$ cat config.mk
export PLATFORM = sky130hd
export DESIGN_NAME = uart_mdrop
export DESIGN_NICKNAME = d
export VERILOG_FILES = /design/src/uart_mdrop_pkg.sv /design/src/uart_mdrop.sv
export SDC_FILE = /design/constraint.sdc
export NUM_CORES = 1
export LEC_CHECK = 0
export BUFFER_PORTS_ARGS = -buffer_cell sky130_fd_sc_hd__buf_2
export CAP_MARGIN = 0
export CORE_MARGIN = 10
export CORE_UTILIZATION = 45
export CTS_CLUSTER_SIZE = 20
export DETAILED_ROUTE_END_ITERATION = 10
export GPL_TIMING_DRIVEN = 0
export SYNTH_ARGS = -nofsm -noshare
export SYNTH_HDL_FRONTEND = slang
export SYNTH_SLANG_ARGS = --single-unit
$ cat constraint.sdc
create_clock -name clk_sys -period 3.3 [get_ports clk_sys]
set_input_delay 0 -clock clk_sys [delete_from_list [all_inputs] [get_ports clk_sys]]
set_output_delay 0 -clock clk_sys [all_outputs]
set_load 0.05 [all_outputs]
$ cat src/uart_mdrop_pkg.sv
// Shared constants and types for the multidrop serial transceiver.
// Assumes an 8-bit register port and a single system clock.
`default_nettype none
package uart_mdrop_pkg;
    localparam int ADDR_W = 4;
    // Register offsets
    localparam logic [3:0] OFS_DATA  = 4'h0;
    localparam logic [3:0] OFS_STAT0 = 4'h1;
    localparam logic [3:0] OFS_CTL0  = 4'h2;
    localparam logic [3:0] OFS_CTL1  = 4'h3;
    localparam logic [3:0] OFS_STAT1 = 4'h4;
    localparam logic [3:0] OFS_ADDR  = 4'h5;
    localparam logic [3:0] OFS_BRGH  = 4'h6;
    localparam logic [3:0] OFS_BRGL  = 4'h7;
    // Control 0 fields
    localparam int C0_TEN   = 7;
    localparam int C0_REN   = 6;
    localparam int C0_PEN   = 4;
    localparam int C0_PSEL  = 3;
    localparam int C0_STOP2 = 1;
    // Control 1 fields
    localparam int C1_MODE1 = 7;
    localparam int C1_MULTIDROP_ENABLE  = 6;
    localparam int C1_MODE0 = 5;
    localparam int C1_TX_MARKER_SELECT  = 4;
    localparam int C1_DRIVE_ON_POLARITY = 3;
    localparam int C1_DIVIDER_TIMER_IRQ_ENABLE  = 2;
    localparam int C1_RDDIS = 1;
    // Reset values
    localparam logic [7:0]  CTL0_RESET = 8'h00;
    localparam logic [7:0]  CTL1_RESET = 8'h00;
    localparam logic [15:0] BRG_RESET  = 16'h0002;
    // Sample ticks per serial bit, and last data bit index
    localparam logic [3:0]  OVS_LAST   = 4'hf;
    localparam logic [3:0]  OVS_MID    = 4'h7;
    localparam logic [3:0]  LAST_BIT   = 4'h7;
    // One received character
    typedef struct packed {
        logic [7:0] data;
        logic       ninth;
        logic       parErr;
        logic       frameErr;
        logic       brk;
    } rx_char_t;
endpackage
`default_nettype wire

$ cat src/uart_mdrop.sv
// Serial transceiver with 9-bit multidrop filtering, drive-enable
// output, receive overrun handling and a divider usable as a timer.
// Assumes a register master on clk_sys; rxd arrives from a pin.
//
// Notes on behaviour
// - Multidrop frames send marker bit after eight data bits, before stop.
// - In multidrop mode the ninth bit carries the marker, not parity.
// - Scheme 01: address characters interrupt, data characters never do.
// - Scheme 00: every character interrupts; marker flag shows new frame.
// - Scheme 10: mismatched address and its data ignored; match interrupts.
// - Hardware schemes flag new frame only on first data character.
// - Each later address is compared again; mismatch ignores until match.
// - Scheme 11: like 10 but matching addresses raise no interrupt.
// - Drive-on covers whole frame, starts at data write, polarity bit.
// - Drive-on leads start bit by one to two bit periods.
// - Drive-on drops one clock after last stop bit.
// - Back-to-back characters keep drive-on active without gap.
// - Transmit interrupt when holding empty sets, after first data bit.
// - Writing transmit data clears holding-empty flag at once.
// - Receive interrupt: data, break, overrun, framing; data maskable.
// - On overrun keep unread data, withhold overrun and break until read.
// - After read, overrun shows with data available; reread clears errors.
// - Timer interrupt enable raises receive interrupt on divider reload.
// - Bit rate is system clock over sixteen times the divisor.
// - With both enables off the divider acts as a timer.
// - Reading receive data clears available, parity, framing, break flags.
`default_nettype none
module uart_mdrop
    import uart_mdrop_pkg::*;
(
    input  wire logic              clk_sys,
    input  wire logic              srst,
    input  wire logic [ADDR_W-1:0] regAddr,
    input  wire logic [7:0]        regWdata,
    input  wire logic              regWr,
    input  wire logic              regRd,
    output logic      [7:0]        regRdata,
    input  wire logic              rxd,
    output logic                   txd,
    output logic                   transceiverDriveOn,
    output logic                   txIrq,
    output logic                   rxIrq
);
    typedef enum {TX_IDLE, TX_LEAD, TX_START, TX_DATA, TX_NINTH,
                  TX_STOP, TX_TAIL} tx_state_t;
    typedef enum {RX_IDLE, RX_START, RX_BITS, RX_STOP,
                  RX_HOLD} rx_state_t;

    logic [7:0]  ctl0_reg, ctl1_reg, addrCmp_reg, brgHi_reg, brgLo_reg;
    logic [15:0] brgCnt_reg;
    logic [3:0]  txSub_reg;
    tx_state_t   txState_reg;
    logic [7:0]  hold_reg, txSh_reg;
    logic        holdFull_reg, holdEmpty_reg, txNinth_reg, leadSeen_reg;
    logic        stopIdx_reg;
    logic [3:0]  txIdx_reg;
    rx_state_t   rxState_reg;
    logic [1:0]  rxSync_reg;
    logic [3:0]  rxSub_reg, rxIdx_reg;
    logic [8:0]  rxSh_reg;
    logic [7:0]  rxData_reg;
    logic        avail_reg, parErr_reg, frameErr_reg, brk_reg, ovr_reg;
    logic        pendOvr_reg, pendBrk_reg, marker_reg, newFrame_reg;
    logic        matched_reg, firstData_reg;

    // Decoded control fields
    wire logic       txEnable  = ctl0_reg[C0_TEN];
    wire logic       rxEnable  = ctl0_reg[C0_REN];
    wire logic       mpEnable  = ctl1_reg[C1_MULTIDROP_ENABLE];
    wire logic [1:0] scheme    = {ctl1_reg[C1_MODE1], ctl1_reg[C1_MODE0]};
    wire logic       ninthUsed = mpEnable | ctl0_reg[C0_PEN];
    wire logic [15:0] divisor  = {brgHi_reg, brgLo_reg};

    // Register port decode
    wire logic wrData = regWr && regAddr == OFS_DATA;
    wire logic rdData = regRd && regAddr == OFS_DATA;

    // Divider: reload pulse doubles as 16x sample tick and timer event
    wire logic reload = brgCnt_reg <= 16'h0001;
    wire logic sampleTick = reload && (txEnable || rxEnable);
    wire logic bitTick = sampleTick && txSub_reg == OVS_LAST;

    always_ff @(posedge clk_sys) begin
        if (srst) begin
            brgCnt_reg <= BRG_RESET;
            txSub_reg  <= 4'h0;
        end else begin
            brgCnt_reg <= reload ? divisor : brgCnt_reg - 16'h0001;
            if (sampleTick)
                txSub_reg <= txSub_reg + 4'h1;
        end
    end

    // Software-written registers
    always_ff @(posedge clk_sys) begin
        if (srst) begin
            ctl0_reg    <= CTL0_RESET;
            ctl1_reg    <= CTL1_RESET;
            addrCmp_reg <= 8'h00;
            brgHi_reg   <= BRG_RESET[15:8];
            brgLo_reg   <= BRG_RESET[7:0];
        end else if (regWr) begin
            case (regAddr)
                OFS_CTL0: ctl0_reg    <= regWdata;
                OFS_CTL1: ctl1_reg    <= regWdata;
                OFS_ADDR: addrCmp_reg <= regWdata;
                OFS_BRGH: brgHi_reg   <= regWdata;
                OFS_BRGL: brgLo_reg   <= regWdata;
                default:  ;
            endcase
        end
    end

    // Transmit ninth bit: marker in multidrop, else parity
    wire logic parityOut = ^hold_reg ^ ctl0_reg[C0_PSEL];
    wire logic ninthOut = mpEnable ? ctl1_reg[C1_TX_MARKER_SELECT] : parityOut;
    wire logic loadNow = holdFull_reg && txEnable;
    wire logic firstBitDone = txState_reg == TX_DATA && bitTick
                              && txIdx_reg == 4'h0;

    // Transmit sequencer
    always_ff @(posedge clk_sys) begin
        if (srst) begin
            txState_reg  <= TX_IDLE;
            holdFull_reg <= 1'b0;
            hold_reg     <= 8'h00;
            txSh_reg     <= 8'h00;
            txNinth_reg  <= 1'b0;
            txIdx_reg    <= 4'h0;
            leadSeen_reg <= 1'b0;
            stopIdx_reg  <= 1'b0;
        end else begin
            if (wrData) begin
                hold_reg     <= regWdata;
                holdFull_reg <= 1'b1;
            end
            case (txState_reg)
                TX_IDLE: begin
                    leadSeen_reg <= 1'b0;
                    if (loadNow)
                        txState_reg <= TX_LEAD;
                end
                TX_LEAD: begin
                    // First tick ends a partial period, second starts the
                    // frame, so the lead is one to two bit periods
                    if (bitTick) begin
                        leadSeen_reg <= 1'b1;
                        if (leadSeen_reg)
                            txState_reg <= TX_START;
                    end
                end
                TX_START: begin
                    if (bitTick) begin
                        txState_reg <= TX_DATA;
                        txIdx_reg   <= 4'h0;
                    end
                end
                TX_DATA: begin
                    if (bitTick) begin
                        txIdx_reg <= txIdx_reg + 4'h1;
                        if (txIdx_reg == LAST_BIT)
                            txState_reg <= ninthUsed ? TX_NINTH : TX_STOP;
                        stopIdx_reg <= 1'b0;
                    end
                end
                TX_NINTH: begin
                    if (bitTick)
                        txState_reg <= TX_STOP;
                end
                TX_STOP: begin
                    if (bitTick) begin
                        stopIdx_reg <= 1'b1;
                        if (!ctl0_reg[C0_STOP2] || stopIdx_reg)
                            txState_reg <= loadNow ? TX_START
                                                   : TX_TAIL;
                    end
                end
                TX_TAIL: begin
                    leadSeen_reg <= 1'b0;
                    txState_reg <= loadNow ? TX_LEAD : TX_IDLE;
                end
                default: txState_reg <= TX_IDLE;
            endcase
            // Holding register moves to the shifter as the frame starts
            if ((txState_reg == TX_LEAD && bitTick && leadSeen_reg) ||
                (txState_reg == TX_STOP && bitTick && loadNow &&
                 (!ctl0_reg[C0_STOP2] || stopIdx_reg))) begin
                txSh_reg     <= hold_reg;
                txNinth_reg  <= ninthOut;
                holdFull_reg <= wrData;
            end
        end
    end

    // Empty flag: a write clears it even against the first-bit event,
    // since the holding register is then genuinely full again
    always_ff @(posedge clk_sys) begin
        if (srst)
            holdEmpty_reg <= 1'b1;
        else if (wrData)
            holdEmpty_reg <= 1'b0;
        else if (firstBitDone && !holdFull_reg)
            holdEmpty_reg <= 1'b1;
    end

    // Line level and drive-on, both registered for equal delay
    wire logic txBusy = txState_reg != TX_IDLE;
    wire logic lineNext = txState_reg == TX_START ? 1'b0 :
                          txState_reg == TX_DATA  ? txSh_reg[txIdx_reg[2:0]] :
                          txState_reg == TX_NINTH ? txNinth_reg : 1'b1;
    always_ff @(posedge clk_sys) begin
        if (srst) begin
            txd                <= 1'b1;
            transceiverDriveOn <= 1'b0;
            txIrq              <= 1'b0;
        end else begin
            txd                <= lineNext;
            transceiverDriveOn <= txBusy ^ ctl1_reg[C1_DRIVE_ON_POLARITY];
            txIrq              <= holdEmpty_reg;
        end
    end

    // Receive shifter, oversampled; rxSync_reg[1] is the usable level
    wire logic rxLine = rxSync_reg[1];
    wire logic [3:0] rxBits = ninthUsed ? 4'h9 : 4'h8;
    wire logic rxSample = sampleTick && rxSub_reg == OVS_LAST;
    wire logic rxDone = rxState_reg == RX_STOP && rxSample;
    rx_char_t rxChar;
    assign rxChar.data  = ninthUsed ? rxSh_reg[7:0] : rxSh_reg[8:1];
    assign rxChar.ninth = ninthUsed & rxSh_reg[8];
    assign rxChar.parErr = ctl0_reg[C0_PEN] && !mpEnable &&
        (rxChar.ninth != (^rxChar.data ^ ctl0_reg[C0_PSEL]));
    assign rxChar.frameErr = !rxLine;
    assign rxChar.brk = !rxLine && rxChar.data == 8'h00 && !rxChar.ninth;

    always_ff @(posedge clk_sys) begin
        if (srst) begin
            rxSync_reg  <= 2'b11;
            rxState_reg <= RX_IDLE;
            rxSub_reg   <= 4'h0;
            rxIdx_reg   <= 4'h0;
            rxSh_reg    <= 9'h000;
        end else begin
            rxSync_reg <= {rxSync_reg[0], rxd};
            if (sampleTick)
                rxSub_reg <= rxSub_reg + 4'h1;
            case (rxState_reg)
                RX_IDLE: begin
                    rxSub_reg <= 4'h0;
                    if (!rxLine && rxEnable)
                        rxState_reg <= RX_START;
                end
                RX_START: begin
                    if (sampleTick && rxSub_reg == OVS_MID) begin
                        rxSub_reg   <= 4'h0;
                        rxIdx_reg   <= 4'h0;
                        rxState_reg <= rxLine ? RX_IDLE : RX_BITS;
                    end
                end
                RX_BITS: begin
                    if (rxSample) begin
                        rxSh_reg  <= {rxLine, rxSh_reg[8:1]};
                        rxIdx_reg <= rxIdx_reg + 4'h1;
                        if (rxIdx_reg == rxBits - 4'h1)
                            rxState_reg <= RX_STOP;
                    end
                end
                RX_STOP: begin
                    // A low stop bit waits for the line to recover
                    if (rxSample)
                        rxState_reg <= rxLine ? RX_IDLE : RX_HOLD;
                end
                RX_HOLD: begin
                    if (rxLine)
                        rxState_reg <= RX_IDLE;
                end
                default: rxState_reg <= RX_IDLE;
            endcase
        end
    end

    // Multidrop filter
    wire logic isAddr = rxChar.ninth;
    wire logic addrHit = rxChar.data == addrCmp_reg;
    wire logic hwMatch = scheme[1];
    wire logic keepChar =
        !mpEnable ? 1'b1 :
        scheme == 2'b01 ? isAddr :
        scheme == 2'b00 ? 1'b1 :
        isAddr ? (scheme == 2'b10 && addrHit)
               : matched_reg;
    wire logic accept = rxDone && keepChar;
    wire logic store = accept && (!avail_reg || rdData) && !pendOvr_reg;
    wire logic overrun = accept && !store;

    // Receive data and status; a read releases withheld overrun status
    always_ff @(posedge clk_sys) begin
        if (srst) begin
            rxData_reg <= 8'h00;
            avail_reg  <= 1'b0;
            parErr_reg <= 1'b0;
            frameErr_reg <= 1'b0;
            brk_reg    <= 1'b0;
            ovr_reg    <= 1'b0;
            pendOvr_reg <= 1'b0;
            pendBrk_reg <= 1'b0;
            marker_reg <= 1'b0;
            newFrame_reg <= 1'b0;
            matched_reg <= 1'b0;
            firstData_reg <= 1'b0;
        end else begin
            if (rxDone && mpEnable && hwMatch && isAddr) begin
                matched_reg   <= addrHit;
                firstData_reg <= addrHit;
            end else if (store && !isAddr)
                firstData_reg <= 1'b0;
            if (overrun) begin
                pendOvr_reg <= 1'b1;
                pendBrk_reg <= pendBrk_reg | rxChar.brk;
            end
            if (rdData && pendOvr_reg) begin
                avail_reg   <= 1'b1;
                ovr_reg     <= 1'b1;
                brk_reg     <= pendBrk_reg;
                pendOvr_reg <= overrun;
                pendBrk_reg <= overrun & rxChar.brk;
            end else if (store) begin
                rxData_reg   <= rxChar.data;
                avail_reg    <= 1'b1;
                parErr_reg   <= rxChar.parErr;
                frameErr_reg <= rxChar.frameErr;
                brk_reg      <= rxChar.brk;
                ovr_reg      <= 1'b0;
                marker_reg   <= rxChar.ninth;
                newFrame_reg <= hwMatch && !isAddr && firstData_reg;
            end else if (rdData) begin
                avail_reg    <= 1'b0;
                parErr_reg   <= 1'b0;
                frameErr_reg <= 1'b0;
                brk_reg      <= 1'b0;
                ovr_reg      <= 1'b0;
            end
        end
    end

    // Receive interrupt sources, data source separately masked
    wire logic rxSrc = (avail_reg && !ctl1_reg[C1_RDDIS]) || ovr_reg ||
                       frameErr_reg || brk_reg;
    wire logic timerEvt = ctl1_reg[C1_DIVIDER_TIMER_IRQ_ENABLE] && reload;

    // Read mux and registered outputs
    wire logic [7:0] stat0 = {avail_reg, parErr_reg, ovr_reg, frameErr_reg,
                              brk_reg, holdEmpty_reg, !txBusy, 1'b0};
    wire logic [7:0] rdMux =
        regAddr == OFS_DATA  ? rxData_reg :
        regAddr == OFS_STAT0 ? stat0 :
        regAddr == OFS_CTL0  ? ctl0_reg :
        regAddr == OFS_CTL1  ? ctl1_reg :
        regAddr == OFS_STAT1 ? {6'h00, newFrame_reg, marker_reg} :
        regAddr == OFS_ADDR  ? addrCmp_reg :
        regAddr == OFS_BRGH  ? brgHi_reg :
        regAddr == OFS_BRGL  ? brgLo_reg : 8'h00;
    always_ff @(posedge clk_sys) begin
        if (srst) begin
            regRdata <= 8'h00;
            rxIrq    <= 1'b0;
        end else begin
            regRdata <= regRd ? rdMux : 8'h00;
            rxIrq    <= rxSrc || timerEvt;
        end
    end

    // Helper: cycles of drive-on before the start bit
    logic [19:0] leadCnt_reg;
    always_ff @(posedge clk_sys) begin
        if (srst || txState_reg != TX_LEAD)
            leadCnt_reg <= 20'h00000;
        else
            leadCnt_reg <= leadCnt_reg + 20'h00001;
    end
    wire logic [19:0] bitCycles = {divisor, 4'h0};

    chk_hold_clear: assert property (@(posedge clk_sys)
        disable iff (srst)
        wrData |=> !holdEmpty_reg) else $error("empty flag not cleared");
    chk_lead_window: assert property (@(posedge clk_sys)
        disable iff (srst)
        (txState_reg == TX_LEAD && $past(txState_reg) == TX_LEAD
         && txState_reg != TX_START) ##1 txState_reg == TX_START
        |-> leadCnt_reg >= bitCycles && leadCnt_reg <= {bitCycles[18:0], 1'b0})
        else $error("drive-on lead out of window");
    // Drive-on is registered: a polarity write lands one cycle later
    chk_drive_frame: assert property (@(posedge clk_sys)
        disable iff (srst)
        (txBusy && $stable(ctl1_reg)) |=>
        transceiverDriveOn == !$past(ctl1_reg[C1_DRIVE_ON_POLARITY]))
        else $error("drive-on not active during frame");
    chk_drive_drop: assert property (@(posedge clk_sys)
        disable iff (srst)
        (txState_reg == TX_TAIL && !loadNow && $stable(ctl1_reg)) |=> ##1
        transceiverDriveOn == $past(ctl1_reg[C1_DRIVE_ON_POLARITY]))
        else $error("drive-on did not drop");
    chk_ovr_keep: assert property (@(posedge clk_sys)
        disable iff (srst)
        overrun |=> $stable(rxData_reg) && !ovr_reg)
        else $error("overrun disturbed held data");
    chk_ovr_show: assert property (@(posedge clk_sys)
        disable iff (srst)
        (rdData && pendOvr_reg) |=> ovr_reg && avail_reg)
        else $error("overrun not shown after read");
    chk_read_clear: assert property (@(posedge clk_sys)
        disable iff (srst)
        (rdData && !pendOvr_reg && !accept) |=> !avail_reg && !brk_reg)
        else $error("read did not clear status");
    chk_timer_irq: assert property (@(posedge clk_sys)
        disable iff (srst)
        timerEvt |=> rxIrq) else $error("timer reload missed");
    chk_addr_miss: assert property (@(posedge clk_sys)
        disable iff (srst)
        (rxDone && mpEnable && hwMatch && isAddr && !addrHit) |-> !store)
        else $error("mismatched address stored");

    cov_back_to_back: cover property (@(posedge clk_sys) disable iff (srst)
        txState_reg == TX_STOP ##1 txState_reg == TX_START);
    cov_overrun: cover property (@(posedge clk_sys) disable iff (srst)
        overrun);
    cov_new_frame: cover property (@(posedge clk_sys) disable iff (srst)
        store && hwMatch && firstData_reg && !isAddr);
endmodule
`default_nettype wire

# Yosys cells after proc, flatten, opt, wreduce, memory -nomap -nowiden
# Index checks and enable logic that the tools add are counted.
dict set report totals {
  elab_cells 265
  romBits 0
  in_bits 17
  memories 0
  ff_bits 199
  ramBits 0
  latchBits 0
}
dict set report classes {
  bitwise 9
  shifts 0
  n_lt_le_gt_ge 2
  muxes 75
  div 0
  n_reduce_logical 88
  eq_ne 47
  mul 0
  n_addsub 6
}
# operator count
set op_table {}
lappend op_table {{2-to-1 mux 32 bit} 15}
lappend op_table {{== test 32 x 3 -> 1 bit (second input constant)} 7}
lappend op_table {{one-hot mux 32 bit (7 select lines)} 1}
lappend op_table {{== test 32 x 2 -> 1 bit (second input constant)} 5}
lappend op_table {{one-hot mux 32 bit (5 select lines)} 1}
lappend op_table {{2-to-1 mux 8 bit} 9}
lappend op_table {{== test 32 x 1 -> 1 bit (second input constant)} 2}
lappend op_table {{== test 32 x 4 -> 1 bit (second input constant)} 2}
lappend op_table {{logical NOT 32 bit} 2}
lappend op_table {{logical AND 1 bit} 35}
lappend op_table {{2-to-1 mux 1 bit} 33}
lappend op_table {{nonzero test 32 bit} 1}
lappend op_table {{inequality test 2 bit (second input constant)} 15}
lappend op_table {{== test 4 x 3 -> 1 bit (second input constant)} 6}
lappend op_table {{2-to-1 mux 4 bit} 6}
lappend op_table {{one-hot mux 4 bit (2 select lines)} 3}
lappend op_table {{AND reduction 2 bit} 9}
lappend op_table {{nonzero test 2 bit} 9}
lappend op_table {{adder 4 x 1 -> 4 bit (second input constant)} 4}
lappend op_table {{<= comparator 16 x 1 -> 1 bit (second input constant)} 1}
lappend op_table {{2-to-1 mux 16 bit} 1}
lappend op_table {{parity 8 bit} 2}
lappend op_table {{subtractor 16 x 1 -> 16 bit (second input constant)} 1}
lappend op_table {{logical NOT 1 bit} 10}
lappend op_table {{27 further kinds} 47}

# Longest topological paths before layout
dict set report depth {
  word_depth 15
  mapped_depth 11
}

# Worst setup path before layout
# OpenSTA, ideal clock, no wires.
dict set report synth_path {
  kind {register to register}
  from {register brgCnt_reg[0]}
  to {register brk_reg}
  path_stages_with_launch 12
  path_buffers 3
  required_time_ns 3.179
  setup_time_ns 0.121
  setup_slack_ns 0.459
  arrival_time_ns 2.720
  period_less_slack_ns 2.841
  path_cell_list {dfxtp_1 -> inv_1 -> ha_1 -> clkbuf_1 -> nor2_1 -> or4_1 -> clkbuf_1 -> or3_4 -> buf_6 -> or2_1 -> a211o_2 -> mux2_4}
}
dict set report synth_between {
  elab_chain_len 9
  elab_cells_between_ends 10
  cone_classes {1 x order compare; 2 x mux; 7 x reduce/logical}
}
# item line_no
set synth_lines {}
lappend synth_lines {{start: declaration} uart_mdrop.sv:50} ;# logic [15:0] brgCnt_reg;
lappend synth_lines {{start signal: assignment} uart_mdrop.sv:88} ;# brgCnt_reg <= reload ? divisor : brgCnt_reg - 16'h0001;
lappend synth_lines {{<= comparator 16 x 1 -> 1 bit (*)} uart_mdrop.sv:79} ;# wire logic reload = brgCnt_reg <= 16'h0001;
lappend synth_lines {{logical AND 1 bit (*)} uart_mdrop.sv:80} ;# wire logic sampleTick = reload && (txEnable || rxEnable);
lappend synth_lines {{logical AND 1 bit (*)} uart_mdrop.sv:226} ;# wire logic rxSample = sampleTick && rxSub_reg == OVS_LAST;
lappend synth_lines {{logical AND 1 bit (*)} uart_mdrop.sv:227} ;# wire logic rxDone = rxState_reg == RX_STOP && rxSample;
lappend synth_lines {{logical AND 1 bit (*)} uart_mdrop.sv:292} ;# wire logic accept = rxDone && keepChar;
lappend synth_lines {{logical AND 1 bit (*) (2 in series)} uart_mdrop.sv:293} ;# wire logic store = accept && (!avail_reg || rdData) && !pendOvr_reg;
lappend synth_lines {{2-to-1 mux 1 bit} uart_mdrop.sv:327} ;# end else if (store) begin
lappend synth_lines {{2-to-1 mux 1 bit} uart_mdrop.sv:321} ;# if (rdData && pendOvr_reg) begin
lappend synth_lines {{end signal: assignment} uart_mdrop.sv:324} ;# brk_reg <= pendBrk_reg;
lappend synth_lines {{end signal: assignment} uart_mdrop.sv:332} ;# brk_reg <= rxChar.brk;
lappend synth_lines {{end: declaration} uart_mdrop.sv:62} ;# logic avail_reg, parErr_reg, frameErr_reg, brk_reg, ovr_reg;
# Every way passes the cells marked *; elsewhere a longest branch is shown, timed or not.
# A chain may end at the register's enable or synchronous reset.

# Worst setup path in the final report
dict set report layout_path {
  from {register brgCnt_reg[9]}
  to {register rxData_reg[6]}
}
dict set report layout_between {
  elab_chain_len 8
}
# item line_no
set layout_lines {}
lappend layout_lines {{<= comparator 16 x 1 -> 1 bit} uart_mdrop.sv:79}
lappend layout_lines {{logical AND 1 bit} uart_mdrop.sv:80}
lappend layout_lines {{logical AND 1 bit} uart_mdrop.sv:226}
lappend layout_lines {{logical AND 1 bit} uart_mdrop.sv:227}
lappend layout_lines {{logical AND 1 bit} uart_mdrop.sv:292}
lappend layout_lines {{logical AND 1 bit (2 in series)} uart_mdrop.sv:293}
lappend layout_lines {{AND reduction 2 bit (no line)} n/a}
lappend layout_lines {{end signal: assignment} uart_mdrop.sv:328} ;# rxData_reg <= rxChar.data;
lappend layout_lines {{end: declaration} uart_mdrop.sv:61} ;# logic [7:0] rxData_reg;
# No other way between the ends.

==> flow_metrics.tcl <==
set metrics [dict create \
    status "completed" \
    max_freq_mhz 318.2 \
    cts_tree "yes" \
    critical_path_depth 7 \
    vias 6028 \
    cts-root-buf "clkbuf_16" \
    final.setup_skew_ps 10.53 \
    drc_errors 0 \
    largest_reg_flops 16 \
    slew_headroom 0.2475 \
    diodes 0 \
    core_sq_um 15260 \
    antenna_found_initial 0 \
    dieArea_sq_um 21010 \
    crit_slowest_cell "nor4_1" \
    rsz0062_at_grt "false" \
    grtUsageTotal 0.1883 \
    io_pins 29 \
    cap_viol_max_count 0 \
    synth_fp_nets 814 \
    cts.path.max_buffers 2 \
    worst_pin_slew_ps 1100 \
    clkTransAtPathRegs_ps 60 \
    place.gp.congestion 0.9013 \
    cts_sinks 141 \
    async_flop_share 0 \
    wl_per_cell_um 18.86 \
    dr.pass1.iters 5 \
    critPathRequiredTime_ps 3610 \
    finalCriticalPeriod_ps 3142 \
    power_frac_comb 0.198 \
    synth_edf_count 0 \
    hold_viol 0 \
    clk_latency_ps 430 \
    grt_max_degree 17 \
    fin_util 0.5314 \
    startpoint_type "flip-flop" \
    synth_seq_area_share 0.4019 \
    power_density_nw_per_um2 561.7 \
    critPathBufInv 1 \
    viasPerCell 5.639 \
    syn_avg_cell_area_sq_um 8.937 \
    crit_fanout 9 \
    path_cells "or3_4, nor4_1, nand2_1, or3_1, a211oi_4, buf_12, mux2_2" \
    die_w_um 144.9 \
    drive_above_1_share 0.1294 \
    mostFrequentLayoutCells "dfxtp_1, nor2_1, mux2i_1" \
    cp-end-kind "flip-flop" \
    placed_cells 1024 \
    mostFrequentLayoutCell "dfxtp_1" \
    switching_share 0.3118 \
    final_nets 873 \
    peakVddDrop_mv 0.5280 \
    synth-seq-cells 141 \
    finalSetupViolations 0 \
    leakagePower_nw 3.293 \
    p_sw_w 0.001420 \
    ys_warn_count 0 \
    worst_r2r_path_depth 7 \
    synth_top_flop_cell "dfxtp_1" \
    slowest_delay_ps 690 \
    ys_types 71 \
    overflow 0 \
    io_buffers 27 \
    ant_nets 0 \
    grt_pass1_wl_um 31920 \
    pwr-share-clk 0.384 \
    arrival_ps 3450 \
    critPathKind "flip-flop to flip-flop" \
    drv_slew 0 \
    initial_utilization 0.4604 \
    dp_hpwl_um 14790 \
    hold_class "input port to flip-flop" \
    grt_pass1_vias 5698 \
    internal_power_w 0.003134 \
    routed_wl_um 20160 \
    fp-row-count 45 \
    netlist_area_sq_um 7024 \
    area_growth_pct 15.43 \
    p_seq_frac 0.418 \
    crit_family "simple AND/OR/NAND/NOR gates" \
    syn_inst 786 \
    die_height_um 144.9 \
    drt_iter0_markers 590 \
    stdcell_count 1069 \
    cts-htree-levels 4 \
    cts_buffers 17 \
    period_share 0.9522 \
    min_path_cells 3 \
]
[routing by layer]
metal / wire, um / GRT usage / up-vias
met4: 241 / 0.05618 / 0
met2: 9589 / 0.2975 / 186
met1: 9479 / 0.2527 / 2914
met5: 0 / 0 / -
met3: 852 / 0.03819 / 18
li1: - / - / 2910
[tightest hold or removal path, stage by stage]
cell	delay [ps]
buf_2	110
and3_1	240
o21a_1	130
[area by class of cell]
class                   instances  area (sq um)
well taps                     211         264.0
flip-flops and latches        141          2823
inverters                      12         45.04
repair buffers                 41         280.3
fillers                      1383          7151
plain buffers                  50         198.9
clock inverters                12         88.84
multi-input cells             582          3961
clock buffers                  20         446.7
[through the flow]
stage	setup TNS [ps]	setup WS (ps)	area, sq um	hold WS [ps]	power, W
after floorplan	0	458.6	7024	79.31	0.002585
after global placement	-356.4	-40.99	7423	193.7	0.002791
after global routing	0	56.48	8108	87.16	0.004760
after CTS	0	110.3	8089	68.00	0.004562
after detailed placement	-422.2	-54.28	7423	195.1	0.002815
final	0	157.7	8108	84.19	0.004554
[path summary, 6_finish.rpt]
kind | start | to | slack (ps)
max | brgCnt_reg[9] | rxData_reg[6] | 160
min | regRd | ovr_reg | 80
max reg2reg | brgCnt_reg[9] | rxData_reg[6] | 160
min reg2reg | rxSync_reg[0] | rxSync_reg[1] | 440
[power groups by stage]
| stage | combinational [W] | sequential [W] | clock, W |
|---|---|---|---|
| 3_5_place_dp | 0.000880 | 0.00194 | 0 |
| 4_1_cts | 0.000892 | 0.00190 | 0.00177 |
| 2_1_floorplan | 0.000666 | 0.00192 | 0 |
| 3_3_place_gp | 0.000862 | 0.00193 | 0 |
| 6_report | 0.000904 | 0.00190 | 0.00175 |
| 5_1_grt | 0.000995 | 0.00191 | 0.00185 |
[kinds of logic (layout without fill, tap and decap cells)]
logic type               count (synthesis)  in the layout  synth area share
XOR/XNOR                                37             37           0.04809
AO/OA/AOI/OAI                          135            135            0.1302
adder cells (fa/ha/maj)                 11             11           0.01959
flip-flops                             141            141            0.4019
multiplexers                            97             97            0.1509
buffers and inverters                   63            135           0.03509
AND/OR/NAND/NOR                        302            302            0.2143
[cells in the mapped netlist, types with 9 or more instances]
cell type,count,area (sq um)
a211oi_1,18,135.1
a21oi_1,39,195.2
clkbuf_1,45,168.9
dfxtp_1,141,2823
ha_1,11,137.6
inv_1,12,45.04
mux2_2,17,191.4
mux2i_1,74,740.7
nand2_1,48,180.2
nand2b_1,9,56.30
nand3_1,27,135.1
nor2_1,115,431.7
nor2b_1,20,125.1
nor3_1,16,80.08
o21ai_0,22,110.1
xnor2_1,21,183.9
xor2_1,15,131.4
[what timing repair did]
action,4_1_cts,5_1_grt
endpoints found under the hold margin,48,0
setup buffers,1,2
setup endpoints to repair,9,21
resized for setup,0,3
pin swaps,1,1
hold buffers,11,0
gates cloned,0,0
(Power assumes the default switching activity.)
